==> src/tcu_pkg.sv <==
// constants for the 8-bit timer/counter compare unit
`default_nettype none

package tcu_pkg;

    // ****************************************
    // register map (byte addresses)
    // ****************************************
    localparam logic [7:0] ADDR_CTRL_A   = 8'h00;
    localparam logic [7:0] ADDR_CTRL_B   = 8'h04;
    localparam logic [7:0] ADDR_COUNT    = 8'h08;
    localparam logic [7:0] ADDR_CMP_A    = 8'h0c;
    localparam logic [7:0] ADDR_CMP_B    = 8'h10;
    localparam logic [7:0] ADDR_IRQ_EN   = 8'h14;
    localparam logic [7:0] ADDR_FLAGS    = 8'h18;
    localparam logic [7:0] ADDR_IRQ_ACK  = 8'h1c;
    localparam logic [7:0] ADDR_PORT     = 8'h20;

    // ****************************************
    // field positions
    // ****************************************
    localparam int CTRL_A_OMA_LSB = 6;   // output mode bits a [7:6]
    localparam int CTRL_A_OMB_LSB = 4;   // output mode bits b [5:4]
    localparam int CTRL_A_WM_LSB  = 0;   // waveform mode bits 1:0
    localparam int CTRL_B_FOA     = 7;   // force strobe a
    localparam int CTRL_B_FOB     = 6;   // force strobe b
    localparam int CTRL_B_WM2     = 3;   // waveform mode bit 2
    localparam int CTRL_B_CS_LSB  = 0;   // clock source select [2:0]
    localparam int FLAG_MA        = 0;
    localparam int FLAG_MB        = 1;
    localparam int FLAG_OV        = 2;

    // ****************************************
    // reset values
    // ****************************************
    localparam logic [7:0] RST_BYTE = 8'h00;

    // ****************************************
    // prescaler taps
    // ****************************************
    localparam int PRESC_W   = 10;
    localparam int DIV8_M    = 8 - 1;
    localparam int DIV64_M   = 64 - 1;
    localparam int DIV256_M  = 256 - 1;
    localparam int DIV1024_M = 1024 - 1;

    localparam logic [7:0] COUNT_MAX = 8'hff;
    localparam logic [7:0] COUNT_BOT = 8'h00;

endpackage : tcu_pkg

`default_nettype wire

==> src/tcu_top.sv <==
// timer/counter core with two compare channels behind an apb slave
`default_nettype none

module tcu_top (
    input  wire logic        mclk,
    input  wire logic        rst_n,
    input  wire logic        psel,
    input  wire logic        penable,
    input  wire logic        pwrite,
    input  wire logic [7:0]  paddr,
    input  wire logic [31:0] pwdata,
    output logic      [31:0] prdata,
    output logic             pready,
    output logic             pslverr,
    input  wire logic        external_count_pin,
    output logic             irq_match_a,
    output logic             irq_match_b,
    output logic             irq_overflow,
    output logic             pin_a,
    output logic             pin_a_oe,
    output logic             pin_b,
    output logic             pin_b_oe
);

    // ****************************************
    // register state
    // ****************************************
    logic [7:0] control_reg_a;
    logic [7:0] control_reg_b;
    logic [7:0] count_value;
    logic [7:0] compare_value_a;
    logic [7:0] compare_value_b;
    logic [7:0] buf_a;
    logic [7:0] buf_b;
    logic [2:0] irq_en;
    logic       match_flag_a;
    logic       match_flag_b;
    logic       overflow_flag;
    logic [3:0] port_reg;           // [0] data a, [1] dir a, [2] data b, [3] dir b
    logic       channel_output_a;
    logic       channel_output_b;
    logic       block_match;
    localparam int PRESC_W_L = tcu_pkg::PRESC_W;
    logic [PRESC_W_L-1:0] presc;
    logic       ext_s1, ext_s2, ext_s3;

    // ****************************************
    // decode
    // ****************************************
    logic       wr;
    logic [2:0] waveform_mode_field;
    logic [2:0] clock_source_select;
    logic [1:0] om_a, om_b;
    logic       pwm_mode, top_is_cmp, top, bottom, timer_tick;
    logic       up_dir;
    logic [7:0] top_val;
    logic       match_a, match_b;

    assign wr     = psel && penable && pwrite;
    assign waveform_mode_field = {control_reg_b[tcu_pkg::CTRL_B_WM2],
                                  control_reg_a[tcu_pkg::CTRL_A_WM_LSB +: 2]};
    assign clock_source_select = control_reg_b[tcu_pkg::CTRL_B_CS_LSB +: 3];
    assign om_a = control_reg_a[tcu_pkg::CTRL_A_OMA_LSB +: 2];
    assign om_b = control_reg_a[tcu_pkg::CTRL_A_OMB_LSB +: 2];
    // modes 1,3,5,7 are pwm
    assign pwm_mode   = waveform_mode_field[0];
    assign top_is_cmp = waveform_mode_field[2] || (waveform_mode_field == 3'd2);
    assign top_val    = top_is_cmp ? compare_value_a : tcu_pkg::COUNT_MAX;
    assign top    = (count_value == top_val);
    assign bottom = (count_value == tcu_pkg::COUNT_BOT);
    assign match_a = (count_value == compare_value_a);
    assign match_b = (count_value == compare_value_b);

    // ****************************************
    // clock select and prescaler
    // ****************************************
    // free-running prescaler, independent of clock select
    always_ff @(posedge mclk or negedge rst_n) begin
        if (!rst_n) begin
            presc <= '0;
        end else begin
            presc <= presc + 1'b1;
        end
    end

    // pin synchroniser; s1 only feeds s2
    always_ff @(posedge mclk or negedge rst_n) begin
        if (!rst_n) begin
            ext_s1 <= 1'b0;
            ext_s2 <= 1'b0;
            ext_s3 <= 1'b0;
        end else begin
            ext_s1 <= external_count_pin;
            ext_s2 <= ext_s1;
            ext_s3 <= ext_s2;
        end
    end

    // tick enable selection
    always_comb begin
        case (clock_source_select)
            3'd0: timer_tick = 1'b0;
            3'd1: timer_tick = 1'b1;
            3'd2: timer_tick = (presc[2:0] == 3'(tcu_pkg::DIV8_M));
            3'd3: timer_tick = (presc[5:0] == 6'(tcu_pkg::DIV64_M));
            3'd4: timer_tick = (presc[7:0] == 8'(tcu_pkg::DIV256_M));
            3'd5: timer_tick = (presc == PRESC_W_L'(tcu_pkg::DIV1024_M));
            3'd6: timer_tick = ext_s3 && !ext_s2;
            3'd7: timer_tick = !ext_s3 && ext_s2;
            default: timer_tick = 1'b0;
        endcase
    end

    // ****************************************
    // control registers
    // ****************************************
    always_ff @(posedge mclk or negedge rst_n) begin
        if (!rst_n) begin
            control_reg_a <= tcu_pkg::RST_BYTE;
            control_reg_b <= tcu_pkg::RST_BYTE;
            irq_en        <= 3'h0;
            port_reg      <= 4'h0;
        end else if (wr) begin
            if (paddr == tcu_pkg::ADDR_CTRL_A) control_reg_a <= pwdata[7:0];
            // force strobes are not stored
            if (paddr == tcu_pkg::ADDR_CTRL_B) control_reg_b <= {2'b00, pwdata[5:0]};
            if (paddr == tcu_pkg::ADDR_IRQ_EN) irq_en <= pwdata[2:0];
            if (paddr == tcu_pkg::ADDR_PORT)   port_reg <= pwdata[3:0];
        end
    end

    // ****************************************
    // counter
    // ****************************************
    // direction state only matters in dual-slope modes
    always_ff @(posedge mclk or negedge rst_n) begin
        if (!rst_n) begin
            up_dir <= 1'b1;
        end else if (timer_tick && pwm_mode && !waveform_mode_field[1]) begin
            if (top)
                up_dir <= 1'b0;
            else if (bottom)
                up_dir <= 1'b1;
        end else if (!(pwm_mode && !waveform_mode_field[1])) begin
            up_dir <= 1'b1;
        end
    end

    always_ff @(posedge mclk or negedge rst_n) begin
        if (!rst_n) begin
            count_value <= tcu_pkg::RST_BYTE;
        end else if (wr && paddr == tcu_pkg::ADDR_COUNT) begin
            count_value <= pwdata[7:0];
        end else if (timer_tick) begin
            if (waveform_mode_field == 3'd0)
                count_value <= count_value + 8'h01;           // wraps naturally
            else if (pwm_mode && !waveform_mode_field[1]) begin
                // turn round at bottom rather than wrap to 0xff
                if (bottom || (up_dir && !top))
                    count_value <= count_value + 8'h01;
                else
                    count_value <= count_value - 8'h01;
            end else if (top)
                count_value <= tcu_pkg::COUNT_BOT;            // clear at top
            else
                count_value <= count_value + 8'h01;
        end
    end

    // a count write blocks matches until the next tick has passed, even stopped
    always_ff @(posedge mclk or negedge rst_n) begin
        if (!rst_n) begin
            block_match <= 1'b0;
        end else if (wr && paddr == tcu_pkg::ADDR_COUNT) begin
            block_match <= 1'b1;
        end else if (timer_tick) begin
            block_match <= 1'b0;
        end
    end

    // ****************************************
    // compare registers with double buffer
    // ****************************************
    logic load_pt;
    assign load_pt = timer_tick &&
                     (waveform_mode_field[1] ? top : top);    // load at top
    always_ff @(posedge mclk or negedge rst_n) begin
        if (!rst_n) begin
            compare_value_a <= tcu_pkg::RST_BYTE;
            compare_value_b <= tcu_pkg::RST_BYTE;
            buf_a           <= tcu_pkg::RST_BYTE;
            buf_b           <= tcu_pkg::RST_BYTE;
        end else begin
            if (wr && paddr == tcu_pkg::ADDR_CMP_A) buf_a <= pwdata[7:0];
            if (wr && paddr == tcu_pkg::ADDR_CMP_B) buf_b <= pwdata[7:0];
            if (!pwm_mode) begin
                if (wr && paddr == tcu_pkg::ADDR_CMP_A) compare_value_a <= pwdata[7:0];
                if (wr && paddr == tcu_pkg::ADDR_CMP_B) compare_value_b <= pwdata[7:0];
            end else if (load_pt) begin
                compare_value_a <= buf_a;
                compare_value_b <= buf_b;
            end
        end
    end

    // ****************************************
    // flags
    // ****************************************
    logic fa_set, fb_set, ov_set;
    logic flag_wr, ack_wr;
    assign fa_set  = timer_tick && match_a && !block_match;
    assign fb_set  = timer_tick && match_b && !block_match;
    assign ov_set  = timer_tick && (waveform_mode_field == 3'd0) &&
                     (count_value == tcu_pkg::COUNT_MAX) && !(wr && paddr == tcu_pkg::ADDR_COUNT);
    assign flag_wr = wr && paddr == tcu_pkg::ADDR_FLAGS;
    assign ack_wr  = wr && paddr == tcu_pkg::ADDR_IRQ_ACK;

    // set wins over any clear in the same cycle; writing zero keeps a flag
    always_ff @(posedge mclk or negedge rst_n) begin
        if (!rst_n) begin
            match_flag_a  <= 1'b0;
            match_flag_b  <= 1'b0;
            overflow_flag <= 1'b0;
        end else begin
            if (fa_set)
                match_flag_a <= 1'b1;
            else if ((flag_wr || ack_wr) && pwdata[tcu_pkg::FLAG_MA])
                match_flag_a <= 1'b0;
            if (fb_set)
                match_flag_b <= 1'b1;
            else if ((flag_wr || ack_wr) && pwdata[tcu_pkg::FLAG_MB])
                match_flag_b <= 1'b0;
            if (ov_set)
                overflow_flag <= 1'b1;
            else if ((flag_wr || ack_wr) && pwdata[tcu_pkg::FLAG_OV])
                overflow_flag <= 1'b0;
        end
    end

    // interrupt requests registered so outputs come from flops
    always_ff @(posedge mclk or negedge rst_n) begin
        if (!rst_n) begin
            irq_match_a  <= 1'b0;
            irq_match_b  <= 1'b0;
            irq_overflow <= 1'b0;
        end else begin
            irq_match_a  <= match_flag_a && irq_en[tcu_pkg::FLAG_MA];
            irq_match_b  <= match_flag_b && irq_en[tcu_pkg::FLAG_MB];
            irq_overflow <= overflow_flag && irq_en[tcu_pkg::FLAG_OV];
        end
    end

    // ****************************************
    // channel outputs
    // ****************************************
    // non-pwm action: 1 toggle, 2 clear, 3 set, 0 none
    function automatic logic next_out(input logic [1:0] om, input logic cur);
        case (om)
            2'd1:    return !cur;
            2'd2:    return 1'b0;
            2'd3:    return 1'b1;
            default: return cur;
        endcase
    endfunction

    logic force_a, force_b;
    assign force_a = wr && paddr == tcu_pkg::ADDR_CTRL_B && !pwm_mode &&
                     pwdata[tcu_pkg::CTRL_B_FOA];
    assign force_b = wr && paddr == tcu_pkg::ADDR_CTRL_B && !pwm_mode &&
                     pwdata[tcu_pkg::CTRL_B_FOB];

    // registers not touched by mode writes, so they persist across mode changes
    always_ff @(posedge mclk or negedge rst_n) begin
        if (!rst_n) begin
            channel_output_a <= 1'b0;
            channel_output_b <= 1'b0;
        end else begin
            if (force_a || (!pwm_mode && fa_set))
                channel_output_a <= next_out(om_a, channel_output_a);
            if (force_b || (!pwm_mode && fb_set))
                channel_output_b <= next_out(om_b, channel_output_b);
        end
    end

    // pin mux: output register overrides port data when output mode nonzero
    always_ff @(posedge mclk or negedge rst_n) begin
        if (!rst_n) begin
            pin_a    <= 1'b0;
            pin_a_oe <= 1'b0;
            pin_b    <= 1'b0;
            pin_b_oe <= 1'b0;
        end else begin
            pin_a    <= (om_a != 2'd0) ? channel_output_a : port_reg[0];
            pin_a_oe <= port_reg[1];
            pin_b    <= (om_b != 2'd0) ? channel_output_b : port_reg[2];
            pin_b_oe <= port_reg[3];
        end
    end

    // ****************************************
    // apb read side
    // ****************************************
    logic [7:0] rd_byte;
    logic       mapped;
    always_comb begin
        mapped = 1'b1;
        case (paddr)
            tcu_pkg::ADDR_CTRL_A:  rd_byte = control_reg_a;
            tcu_pkg::ADDR_CTRL_B:  rd_byte = control_reg_b;
            tcu_pkg::ADDR_COUNT:   rd_byte = count_value;
            tcu_pkg::ADDR_CMP_A:   rd_byte = pwm_mode ? buf_a : compare_value_a;
            tcu_pkg::ADDR_CMP_B:   rd_byte = pwm_mode ? buf_b : compare_value_b;
            tcu_pkg::ADDR_IRQ_EN:  rd_byte = {5'h00, irq_en};
            tcu_pkg::ADDR_FLAGS:   rd_byte = {5'h00, overflow_flag, match_flag_b, match_flag_a};
            tcu_pkg::ADDR_IRQ_ACK: rd_byte = 8'h00;
            tcu_pkg::ADDR_PORT:    rd_byte = {4'h0, port_reg};
            default: begin
                rd_byte = 8'h00;
                mapped  = 1'b0;
            end
        endcase
    end

    // zero-wait answer: pready is a flop loaded in the setup cycle, high in the access cycle
    always_ff @(posedge mclk or negedge rst_n) begin
        if (!rst_n) begin
            prdata  <= 32'h0000_0000;
            pready  <= 1'b0;
            pslverr <= 1'b0;
        end else begin
            pready  <= psel && !penable;
            pslverr <= psel && !penable && !mapped;
            prdata  <= (psel && !penable && !pwrite) ? {24'h00_0000, rd_byte} : 32'h0000_0000;
        end
    end

endmodule : tcu_top

`default_nettype wire

==> config.mk <==
export PLATFORM = sky130hd
export DESIGN_NAME = tcu_top
export DESIGN_NICKNAME = d
export VERILOG_FILES = /design/src/tcu_pkg.sv /design/src/tcu_top.sv
export SDC_FILE = /design/constraint.sdc
export NUM_CORES = 1
export LEC_CHECK = 0
export BUFFER_PORTS_ARGS = -buffer_cell sky130_fd_sc_hd__buf_4
export CORE_UTILIZATION = 55
export DETAILED_ROUTE_END_ITERATION = 10
export PLACE_DENSITY_LB_ADDON = 0.15
export RECOVER_POWER = 100
export SYNTH_ARGS = -nofsm -noshare
export SYNTH_HDL_FRONTEND = slang
export SYNTH_SLANG_ARGS = --single-unit
==> constraint.sdc <==
create_clock -name mclk -period 3.7 [get_ports mclk]
set_clock_uncertainty 0.15 [all_clocks]
set_input_delay 0.74 -clock mclk [delete_from_list [all_inputs] [get_ports mclk]]
set_output_delay 0.74 -clock mclk [all_outputs]
set_load 0.01 [all_outputs]
==> impl_metrics.tcl, run 1 <==
set metrics [dict create \
    post-route-period-util_pct 90.8 \
    rows 35 \
    dieArea_um2 10100 \
    antenna_found_initial 0 \
    die_h_um 101 \
    grt_overflow 0 \
    drive_gt1_share_pct 16.1 \
    synth_top_cell_by_area "dfrtp_1" \
    cp_slowest_stage_delay_ns 0.66 \
    cp_cell_sequence "nand4_1, or3_1, a211oi_4, o221a_1, mux2_1, or2_1, a21o_1, a21oi_1" \
    whs_ns 0.209 \
    cts.htree.levels 3 \
    dieWidth_um 101 \
    finalPower_w 0.00245 \
    viasPerCell 5.91 \
    ir_drop_v 0.000230 \
    post_drt_wl_per_cell_um 18.2 \
    max_freq_mhz 298 \
    switching_share_pct 32.6 \
    hold_path_class "in2async" \
    gr-usage-all-layers_pct 26.7 \
    postCtsResizedCells 0 \
    synth_cell_type_count 68 \
    critPathSlowestCell "dfrtp_1" \
    status "finished with violations" \
    pwr-share-comb_pct 19.2 \
    yosys-top-cells-area "dfrtp_1 (45%), mux2_2 (9.7%), mux2i_1 (4.9%), buf_4 (3.5%), nand2_1 (3.4%)" \
    grt_pass1_wl_mm 20.5 \
    cts_tree "done" \
    slew_violations 37 \
    final_util_pct 62.2 \
    firstDrtPassIters 4 \
    finalSetupTns_ns 0 \
    pwr-share-clk_pct 31.0 \
    fillers 792 \
    worst_slew_pin_slew_ns 1.86 \
    synthesis.area_um2 5360 \
    top_register "presc" \
    crit_type "reg2reg" \
    portBuffers 38 \
    startpoint_type "register" \
    routed_wirelength_mm 12.6 \
    end_kind "register" \
    postPlaceCellArea_um2 5690 \
    cp.required_ns 3.85 \
    design_area_um2 5800 \
    drv_cap 1 \
    failed_checks "capacitance limit, slew limit" \
    path_delay_family "compound AO/OA/AOI/OAI gates" \
    cts_setup_buffers 0 \
    syn_inst 524 \
    postCtsHoldBufs 0 \
    clock_path_buffers 2 \
    grt_max_degree 47 \
    rsz0062_at_grt "false" \
    slew_headroom_pct -24.3 \
    cts.sinks 98 \
    num_antenna_cells 0 \
    dp_hpwl_mm 9.22 \
    synth_ff_type "dfrtp_1" \
    area_growth_pct 8.24 \
    nNetsFinal 610 \
    critPathArrivalTime_ns 3.51 \
    ys_seq_area_share_pct 45.8 \
    root_buffer "clkbuf_8" \
    p_int_w 0.00165 \
    grt_pass1_vias 3986 \
    antenna_left 0 \
    cp_max_fo 12 \
    hold_viol 0 \
    p_leak_nw 2.54 \
    clk_latency_ns 0.37 \
    p_seq_share_pct 49.9 \
    largest_reg_flops 10 \
    setup_viol 0 \
    initial_core_util_pct 57.5 \
    io_pins 87 \
    synth.avg_cell_area_um2 10.2 \
    drt_drc_violations_left 0 \
    synth_edf_count 0 \
    power.density_nw_per_um2 422 \
    power_switching_w 0.000799 \
    cts_made_buffers 9 \
    ys_warn_count 0 \
    dr_total_vias 4094 \
    drt_iter0_markers 295 \
    synth-seq-cells 98 \
    clk_pin_slew_ns 0.11 \
    post-route-min-period_ns 3.36 \
    path_buf_inv 0 \
    finalWeightedCongestion 0.935 \
    synth.top_cell.area_share_pct 45.3 \
    core-area_um2 9330 \
    synth_async_sr_flop_share_pct 100 \
]
## logic make-up (layout without fill, tap and decap cells)
group	after synthesis	count (layout)	share of synthesized area (%)
AND/OR/NAND/NOR	163	163	15.5
AO/OA/AOI/OAI	102	102	13.0
flip-flops	98	98	45.8
multiplexers	73	73	14.7
buffers and inverters	60	77	6.26
XOR/XNOR	22	22	3.59
adder cells (fa/ha/maj)	5	5	1.17
other	1	24	0.0700
## metal layers
metal  vias to the layer above  track usage, %  wire, um
met2                       142            42.1      6020
met5                         -               0         0
met4                         0            9.59       269
met3                        24            4.79       680
li1                       1898               -         -
met1                      2030            37.2      5620
## power groups by stage
| stage | combinational, W | clock [W] | sequential (W) |
|---|---|---|---|
| 2_1_floorplan | 0.000385 | 0 | 0.00118 |
| 3_3_place_gp | 0.000458 | 0 | 0.00124 |
| 3_5_place_dp | 0.000471 | 0 | 0.00124 |
| 4_1_cts | 0.000473 | 0.000768 | 0.00122 |
| 5_1_grt | 0.000524 | 0.000814 | 0.00123 |
| 6_report | 0.000469 | 0.000758 | 0.00122 |
## through the flow
stage | setup slack (ns) | instances
2_1_floorplan | 1.01 | 547
3_3_place_gp | 0.591 | 677
3_5_place_dp | 0.552 | 677
4_1_cts | 0.535 | 693
5_1_grt | 0.164 | 693
6_report | 0.340 | 693
## Yosys cell counts, drive strengths merged, types with 11 or more instances
| library cell | count |
|---|---|
| xnor2 | 18 |
| nor2 | 32 |
| clkbuf | 12 |
| dfrtp | 97 |
| o21ai | 27 |
| a21oi | 23 |
| buf | 37 |
| inv | 11 |
| nand2 | 49 |
| mux2i | 26 |
| mux2 | 47 |
| nand3 | 14 |
## path summary, 6_finish.rpt
path | startpoint | cells after the start | slack (ns) | to
min in group mclk | ext_s1$_DFF_PN0_ | 0 | 0.22 | ext_s2$_DFF_PN0_
setup / recovery | count_value[2]$_DFFE_PN0P_ | 8 | 0.34 | count_value[2]$_DFFE_PN0P_
setup reg to reg | count_value[2]$_DFFE_PN0P_ | 8 | 0.34 | count_value[2]$_DFFE_PN0P_
hold reg to reg | ext_s1$_DFF_PN0_ | 0 | 0.22 | ext_s2$_DFF_PN0_
max in group asynchronous | rst_n | 2 | 1.04 | buf_a[2]$_DFFE_PN0P_
hold / removal | rst_n | 1 | 0.21 | count_value[3]$_DFFE_PN0P_
## cell usage in the layout, fill, tap and decap left out, types with 10 or more instances in the layout
master and instances:
mux2_2 46, nor2_1 31, inv_1 11, nand2_1 49
buf_4 21, nor2b_1 10, mux2i_1 26, o21ai_0 27
nand3_1 14, xnor2_1 18, conb_1 24, a21oi_1 23
dfrtp_1 96, clkbuf_1 25, nand2b_1 10
## layout make-up
type	instances	area, um^2	share of cell area, %
clock buffer	9	124	2.14
clock inverter	7	95.1	1.64
inverter	11	41.3	0.712
multi-input combinational	389	2650	45.6
sequential	98	2450	42.3
tap	129	161	2.78
timing repair buffer	50	279	4.81
## worst register-to-register path, cell delays in order (launching register included)
cell and delay [ns]:
dfrtp_1 0.66, nand4_1 0.28, or3_1 0.50, a211oi_4 0.34, o221a_1 0.48, mux2_1 0.38
or2_1 0.21, a21o_1 0.17, a21oi_1 0.13
(Power assumes the default switching activity.)
==> run 2, diff against run 1 <==
==> constraint.sdc (replaced) <==
create_clock -name mclk -period 3.7 [get_ports mclk]
set_clock_uncertainty 0.15 [all_clocks]
set_input_delay 0.185 -clock mclk [delete_from_list [all_inputs] [get_ports mclk]]
set_output_delay 0.185 -clock mclk [all_outputs]
set_load 0.01 [all_outputs]
==> run 2 against run 1 <==
Non-clock buffer count increased by 5. The run still ends with capacitance limit, slew limit left. Fmax increased by 1.1%. Sequential share of layout area shrank 0.56 points. Via count rose by 1.5%. Critical path depth unchanged. Total power fell by 0.77%.
==> impl_metrics.tcl, run 2 (synthesis gave the netlist of run 1 again) <==
set metrics [dict create \
    power.density_nw_per_um2 413 \
    failed_checks "capacitance limit, slew limit" \
    die_h_um 101 \
    num_antenna_cells 0 \
    r2r_setup_slack_ns 0.38 \
    postCtsResizedCells 0 \
    fillers 789 \
    area_growth_pct 9.69 \
    cts_setup_buffers 0 \
    rows 35 \
    cts.htree.levels 3 \
    cp_max_fo 11 \
    holdPathStages 2 \
    max_freq_mhz 301 \
    dp_hpwl_mm 9.30 \
    reg2reg_from "count_value[3]$_DFFE_PN0P_" \
    finalWeightedCongestion 0.916 \
    drv_cap 1 \
    grt_pass1_vias 3948 \
    initial_core_util_pct 57.5 \
    root_buffer "clkbuf_8" \
    setup_viol 0 \
    largest_reg_flops 10 \
    cp_cell_sequence "nand4_1, or3_1, a211oi_4, o221a_1, mux2_1, or2_1, a21o_1, a21oi_1" \
    min_to "port_reg[2]$_DFFE_PN0P_" \
    top_register "presc" \
    grt_overflow 0 \
    hold_viol 0 \
    critPathSlowestCell "dfrtp_1" \
    startpoint_type "register" \
    routed_wirelength_mm 12.8 \
    drive_gt1_share_pct 15.5 \
    cts_made_buffers 9 \
    gr-usage-all-layers_pct 26.6 \
    ir_drop_v 0.000210 \
    io_pins 87 \
    final_util_pct 63.0 \
    dieWidth_um 101 \
    worst_slew_pin_slew_ns 1.82 \
    clk_latency_ns 0.38 \
    dieArea_um2 10100 \
    cp.required_ns 3.85 \
    slew_violations 30 \
    drt_iter0_markers 302 \
    post-route-period-util_pct 89.8 \
    grt_pass1_wl_mm 20.2 \
    slew_headroom_pct -21.2 \
    portBuffers 38 \
    hold_path_class "in2reg" \
    end_kind "register" \
    finalSetupTns_ns 0 \
    post-route-min-period_ns 3.32 \
    clock_path_buffers 2 \
    hp-start "pwdata[2]" \
    final_cell_mix "dfrtp_1 (96), nand2_1 (49), mux2_2 (46)" \
    status "finished with violations" \
    p_leak_nw 2.57 \
    cp_slowest_stage_delay_ns 0.66 \
    layout_commonest_cell "dfrtp_1" \
    core-area_um2 9330 \
    post_drt_wl_per_cell_um 18.4 \
    firstDrtPassIters 5 \
    r2r_cells 8 \
    nNetsFinal 615 \
    grt_max_degree 40 \
    drt_drc_violations_left 0 \
    regToRegEndpoint "count_value[2]$_DFFE_PN0P_" \
    dr_total_vias 4155 \
    clk_pin_slew_ns 0.10 \
    antenna_left 0 \
    cts_tree "done" \
    cts.sinks 98 \
    antenna_found_initial 0 \
    postCtsHoldBufs 11 \
    crit_type "reg2reg" \
    critPathArrivalTime_ns 3.47 \
    viasPerCell 5.95 \
    rsz0062_at_grt "false" \
]
-- run 2: cell count changes in the layout (fill, tap and decap cells not counted), sizes merged --
| cell | delta |
|---|---|
| clkbuf | -2 |
| buf | -3 |
| dlygate4sd3 | +11 |
| clkinv | -1 |
-- run 2: per-stage QoR --
| step | worst slack, ns | cell area [um^2] | hold slack, ns | power [W] | std cells |
|---|---|---|---|---|---|
| after global placement | 0.646 | 5650 | -0.0665 | 0.00167 | 671 |
| final | 0.376 | 5880 | 0.0285 | 0.00243 | 698 |
| after floorplan | 1.04 | 5450 | -0.261 | 0.00156 | 547 |
| after global routing | 0.256 | 5880 | 0.00788 | 0.00253 | 698 |
| after CTS | 0.562 | 5980 | 0.0175 | 0.00244 | 698 |
| after detailed placement | 0.599 | 5650 | -0.0564 | 0.00168 | 671 |
-- run 2: layer usage --
layer / up-vias / routed length (um) / GRT usage [%]
met1: 2069 / 5600 / 34.8
met4: 0 / 319 / 10.3
met3: 33 / 607 / 5.06
met2: 140 / 6290 / 44.2
met5: - / 0 / 0
li1: 1913 / - / -
-- run 2: how the worst max path moves through the flow --
stage | startpoint | end | slack (ns) | cells past startpoint
final | count_value[3]$_DFFE_PN0P_ | count_value[2]$_DFFE_PN0P_ | 0.38 | 8
after global routing | count_value[3]$_DFFE_PN0P_ | count_value[2]$_DFFE_PN0P_ | 0.26 | 8
after CTS | count_value[3]$_DFFE_PN0P_ | count_value[2]$_DFFE_PN0P_ | 0.56 | 8
after detailed placement | count_value[3]$_DFFE_PN0P_ | count_value[2]$_DFFE_PN0P_ | 0.60 | 8
after global placement | count_value[3]$_DFFE_PN0P_ | count_value[2]$_DFFE_PN0P_ | 0.65 | 8
after floorplan | count_value[0]$_DFFE_PN0P_ | count_value[2]$_DFFE_PN0P_ | 1.04 | 10
-- run 2: worst max-delay path, delay by kind of cell, from the launching register on --
family / cells / cell delay [ns]
multiplexers: 1 / 0.37
flip-flops: 1 / 0.66
AO/OA/AOI/OAI: 4 / 1.12
AND/OR/NAND/NOR: 3 / 0.93
-- run 2: cell type report --
| cell class | instances | area [um^2] | share of cell area (%) |
|---|---|---|---|
| clock buffer | 10 | 138 | 2.34 |
| clock inverter | 6 | 82.6 | 1.40 |
| inverter | 11 | 41.3 | 0.702 |
| multi-input combinational | 389 | 2650 | 45.1 |
| sequential | 98 | 2450 | 41.8 |
| tap | 129 | 161 | 2.75 |
| timing repair buffer | 55 | 353 | 6.00 |
-- run 2: power breakdown --
group / total [W] / internal [W] / switching [W]
sequential: 0.00126 / 0.00112 / 0.000136
combinational: 0.000416 / 0.000185 / 0.000231
clock: 0.000754 / 0.000348 / 0.000407
total: 0.00243 / 0.00166 / 0.000773
==> run 3, diff against run 2 <==
Settings changed: CELL_PAD_IN_SITES_DETAIL_PLACEMENT from default to 1, CELL_PAD_IN_SITES_GLOBAL_PLACEMENT from default to 2, CORE_UTILIZATION 55 to 36.
==> run 3 against run 2 <==
The run still ends with capacitance limit, slew limit left. Clock power rose by 22%. Sequential share of layout area fell by 0.76 points. Cell count rose by 7.9%. Core utilization is 22 points lower. Fmax rose by 3.3%. Die area increased by 52%. Flip-flop and latch count did not move. Critical path depth is the same.
==> impl_metrics.tcl, run 3 (synthesis gave the netlist of run 1 again) <==
set metrics [dict create \
    slew_headroom_pct -44.5 \
    switching_share_pct 30.8 \
    die_h_um 124 \
    num_antenna_cells 0 \
    p_seq_share_pct 46.9 \
    cp_max_fo 10 \
    power.density_nw_per_um2 439 \
    cp.required_ns 3.82 \
    antenna_left 0 \
    finalSetupTns_ns 0 \
    portBuffers 38 \
    drt_iter0_markers 295 \
    viasPerCell 5.49 \
    pwr-share-clk_pct 35.0 \
    routed_wirelength_mm 15.2 \
    dieArea_um2 15400 \
    dieWidth_um 124 \
    antenna_found_initial 0 \
    post-route-min-period_ns 3.22 \
    dr_total_vias 4131 \
    critPathArrivalTime_ns 3.34 \
    grt_max_degree 40 \
    drive_gt1_share_pct 15.6 \
    largest_reg_flops 10 \
    gr-usage-all-layers_pct 21.6 \
    dp_hpwl_mm 11.1 \
    dp.cells 733 \
    clock_path_buffers 2 \
    crit_type "reg2reg" \
    root_buffer "clkbuf_16" \
    p_leak_nw 2.59 \
    end_kind "register" \
    initial_core_util_pct 36.9 \
    hold_viol 0 \
    p_int_w 0.00182 \
    postPlaceCellArea_um2 5770 \
    grt_pass1_wl_mm 24.4 \
    startpoint_type "register" \
    final_util_pct 41.2 \
    pwr-share-comb_pct 18.2 \
    cts.htree.levels 3 \
    drt_drc_violations_left 0 \
    grt_overflow 0 \
    slew_violations 40 \
    cts_made_buffers 9 \
    layout_commonest_cell "dfrtp_1" \
    clk_latency_ns 0.35 \
    setup_viol 0 \
    cts_tree "done" \
    hold_path_class "in2reg" \
    status "finished with violations" \
    power_switching_w 0.000810 \
    firstDrtPassIters 4 \
    area_growth_pct 11.7 \
    worst_slew_pin_slew_ns 2.17 \
    failed_checks "capacitance limit, slew limit" \
    rsz0062_at_grt "false" \
    grt_pass1_vias 4367 \
    design_area_um2 5990 \
    cts_setup_buffers 0 \
    rows 44 \
    post-route-period-util_pct 87.0 \
    ir_drop_v 0.000274 \
    final_cell_mix "dfrtp_1 (97), nand2_1 (49), mux2_2 (44)" \
    finalWeightedCongestion 0.867 \
    top_register "presc" \
    drv_cap 1 \
    final_cells 753 \
    whs_ns 0.00542 \
    cts.sinks 98 \
    nNetsFinal 615 \
    clk_pin_slew_ns 0.07 \
    io_pins 87 \
    core-area_um2 14500 \
    max_freq_mhz 311 \
    post_drt_wl_per_cell_um 20.2 \
]
## run 3: changes by cell type in the layout (fill, tap and decap cells not counted), moves of 2 or more
cell / delta
buf_4: +5
clkbuf_1: +4
dlygate4sd3_1: -7
mux2_2: -2
clkbuf_8: -8
inv_8: -2
mux2_1: +2
clkbuf_16: +9
## run 3: repair_timing
action,CTS,global route
gates resized for setup,0,0
hold buffers,4,0
hold endpoints to repair,39,0
## run 3: worst paths after layout
check | start | to | slack, ns | cells after the start
worst min-delay path | pwdata[7] | buf_a[7]$_DFFE_PN0P_ | 0.005 | 2
worst min register to register | ext_s1$_DFF_PN0_ | ext_s2$_DFF_PN0_ | 0.20 | 0
worst max register to register | count_value[0]$_DFFE_PN0P_ | count_value[2]$_DFFE_PN0P_ | 0.48 | 8
worst max-delay path | count_value[0]$_DFFE_PN0P_ | count_value[2]$_DFFE_PN0P_ | 0.48 | 8
max in group asynchronous | rst_n | prdata[2]$_DFF_PN0_ | 0.86 | 3
min in group asynchronous | rst_n | count_value[6]$_DFFE_PN0P_ | 0.85 | 2
## run 3: stage by stage
step,setup WS [ns],total power [W]
floorplan,1.04,0.00156
global placement,0.698,0.00171
detailed placement,0.632,0.00173
CTS,0.632,0.00265
global route,0.293,0.00274
finish,0.482,0.00263
## run 3: worst max-delay path: stages, from the launching register on
cell and delay [ns]:
dfrtp_1 0.58, nand4_1 0.22, or3_1 0.48, a211oi_4 0.34
o221a_1 0.47, mux2_1 0.39, or2_1 0.22, a21o_1 0.17
a21oi_1 0.12
## run 3: area by class of cell
type | instances | area (um^2)
repair buffers | 55 | 328
multi-input cells | 389 | 2650
well taps | 184 | 230
inverters | 11 | 41.3
clock inverters | 3 | 21.3
fillers | 1660 | 8550
clock buffers | 13 | 260
flip-flops and latches | 98 | 2450
## run 3: power by group through the flow
stage	Sequential [W]	Clock, W	Combinational (W)
after detailed placement	0.00125	0	0.000480
final	0.00123	0.000918	0.000477
after CTS	0.00123	0.000935	0.000487
after global placement	0.00125	0	0.000463
after global routing	0.00124	0.000968	0.000531
after floorplan	0.00118	0	0.000385
## run 3: layer usage
layer	up-vias	wire length, um	global-route usage [%]	share of wire [%]
met5	-	0	0	0
met4	0	269	7.44	1.8
met3	19	664	3.57	4.4
met2	82	7380	34.7	48
met1	2117	6910	29.4	45
li1	1913	-	-	-
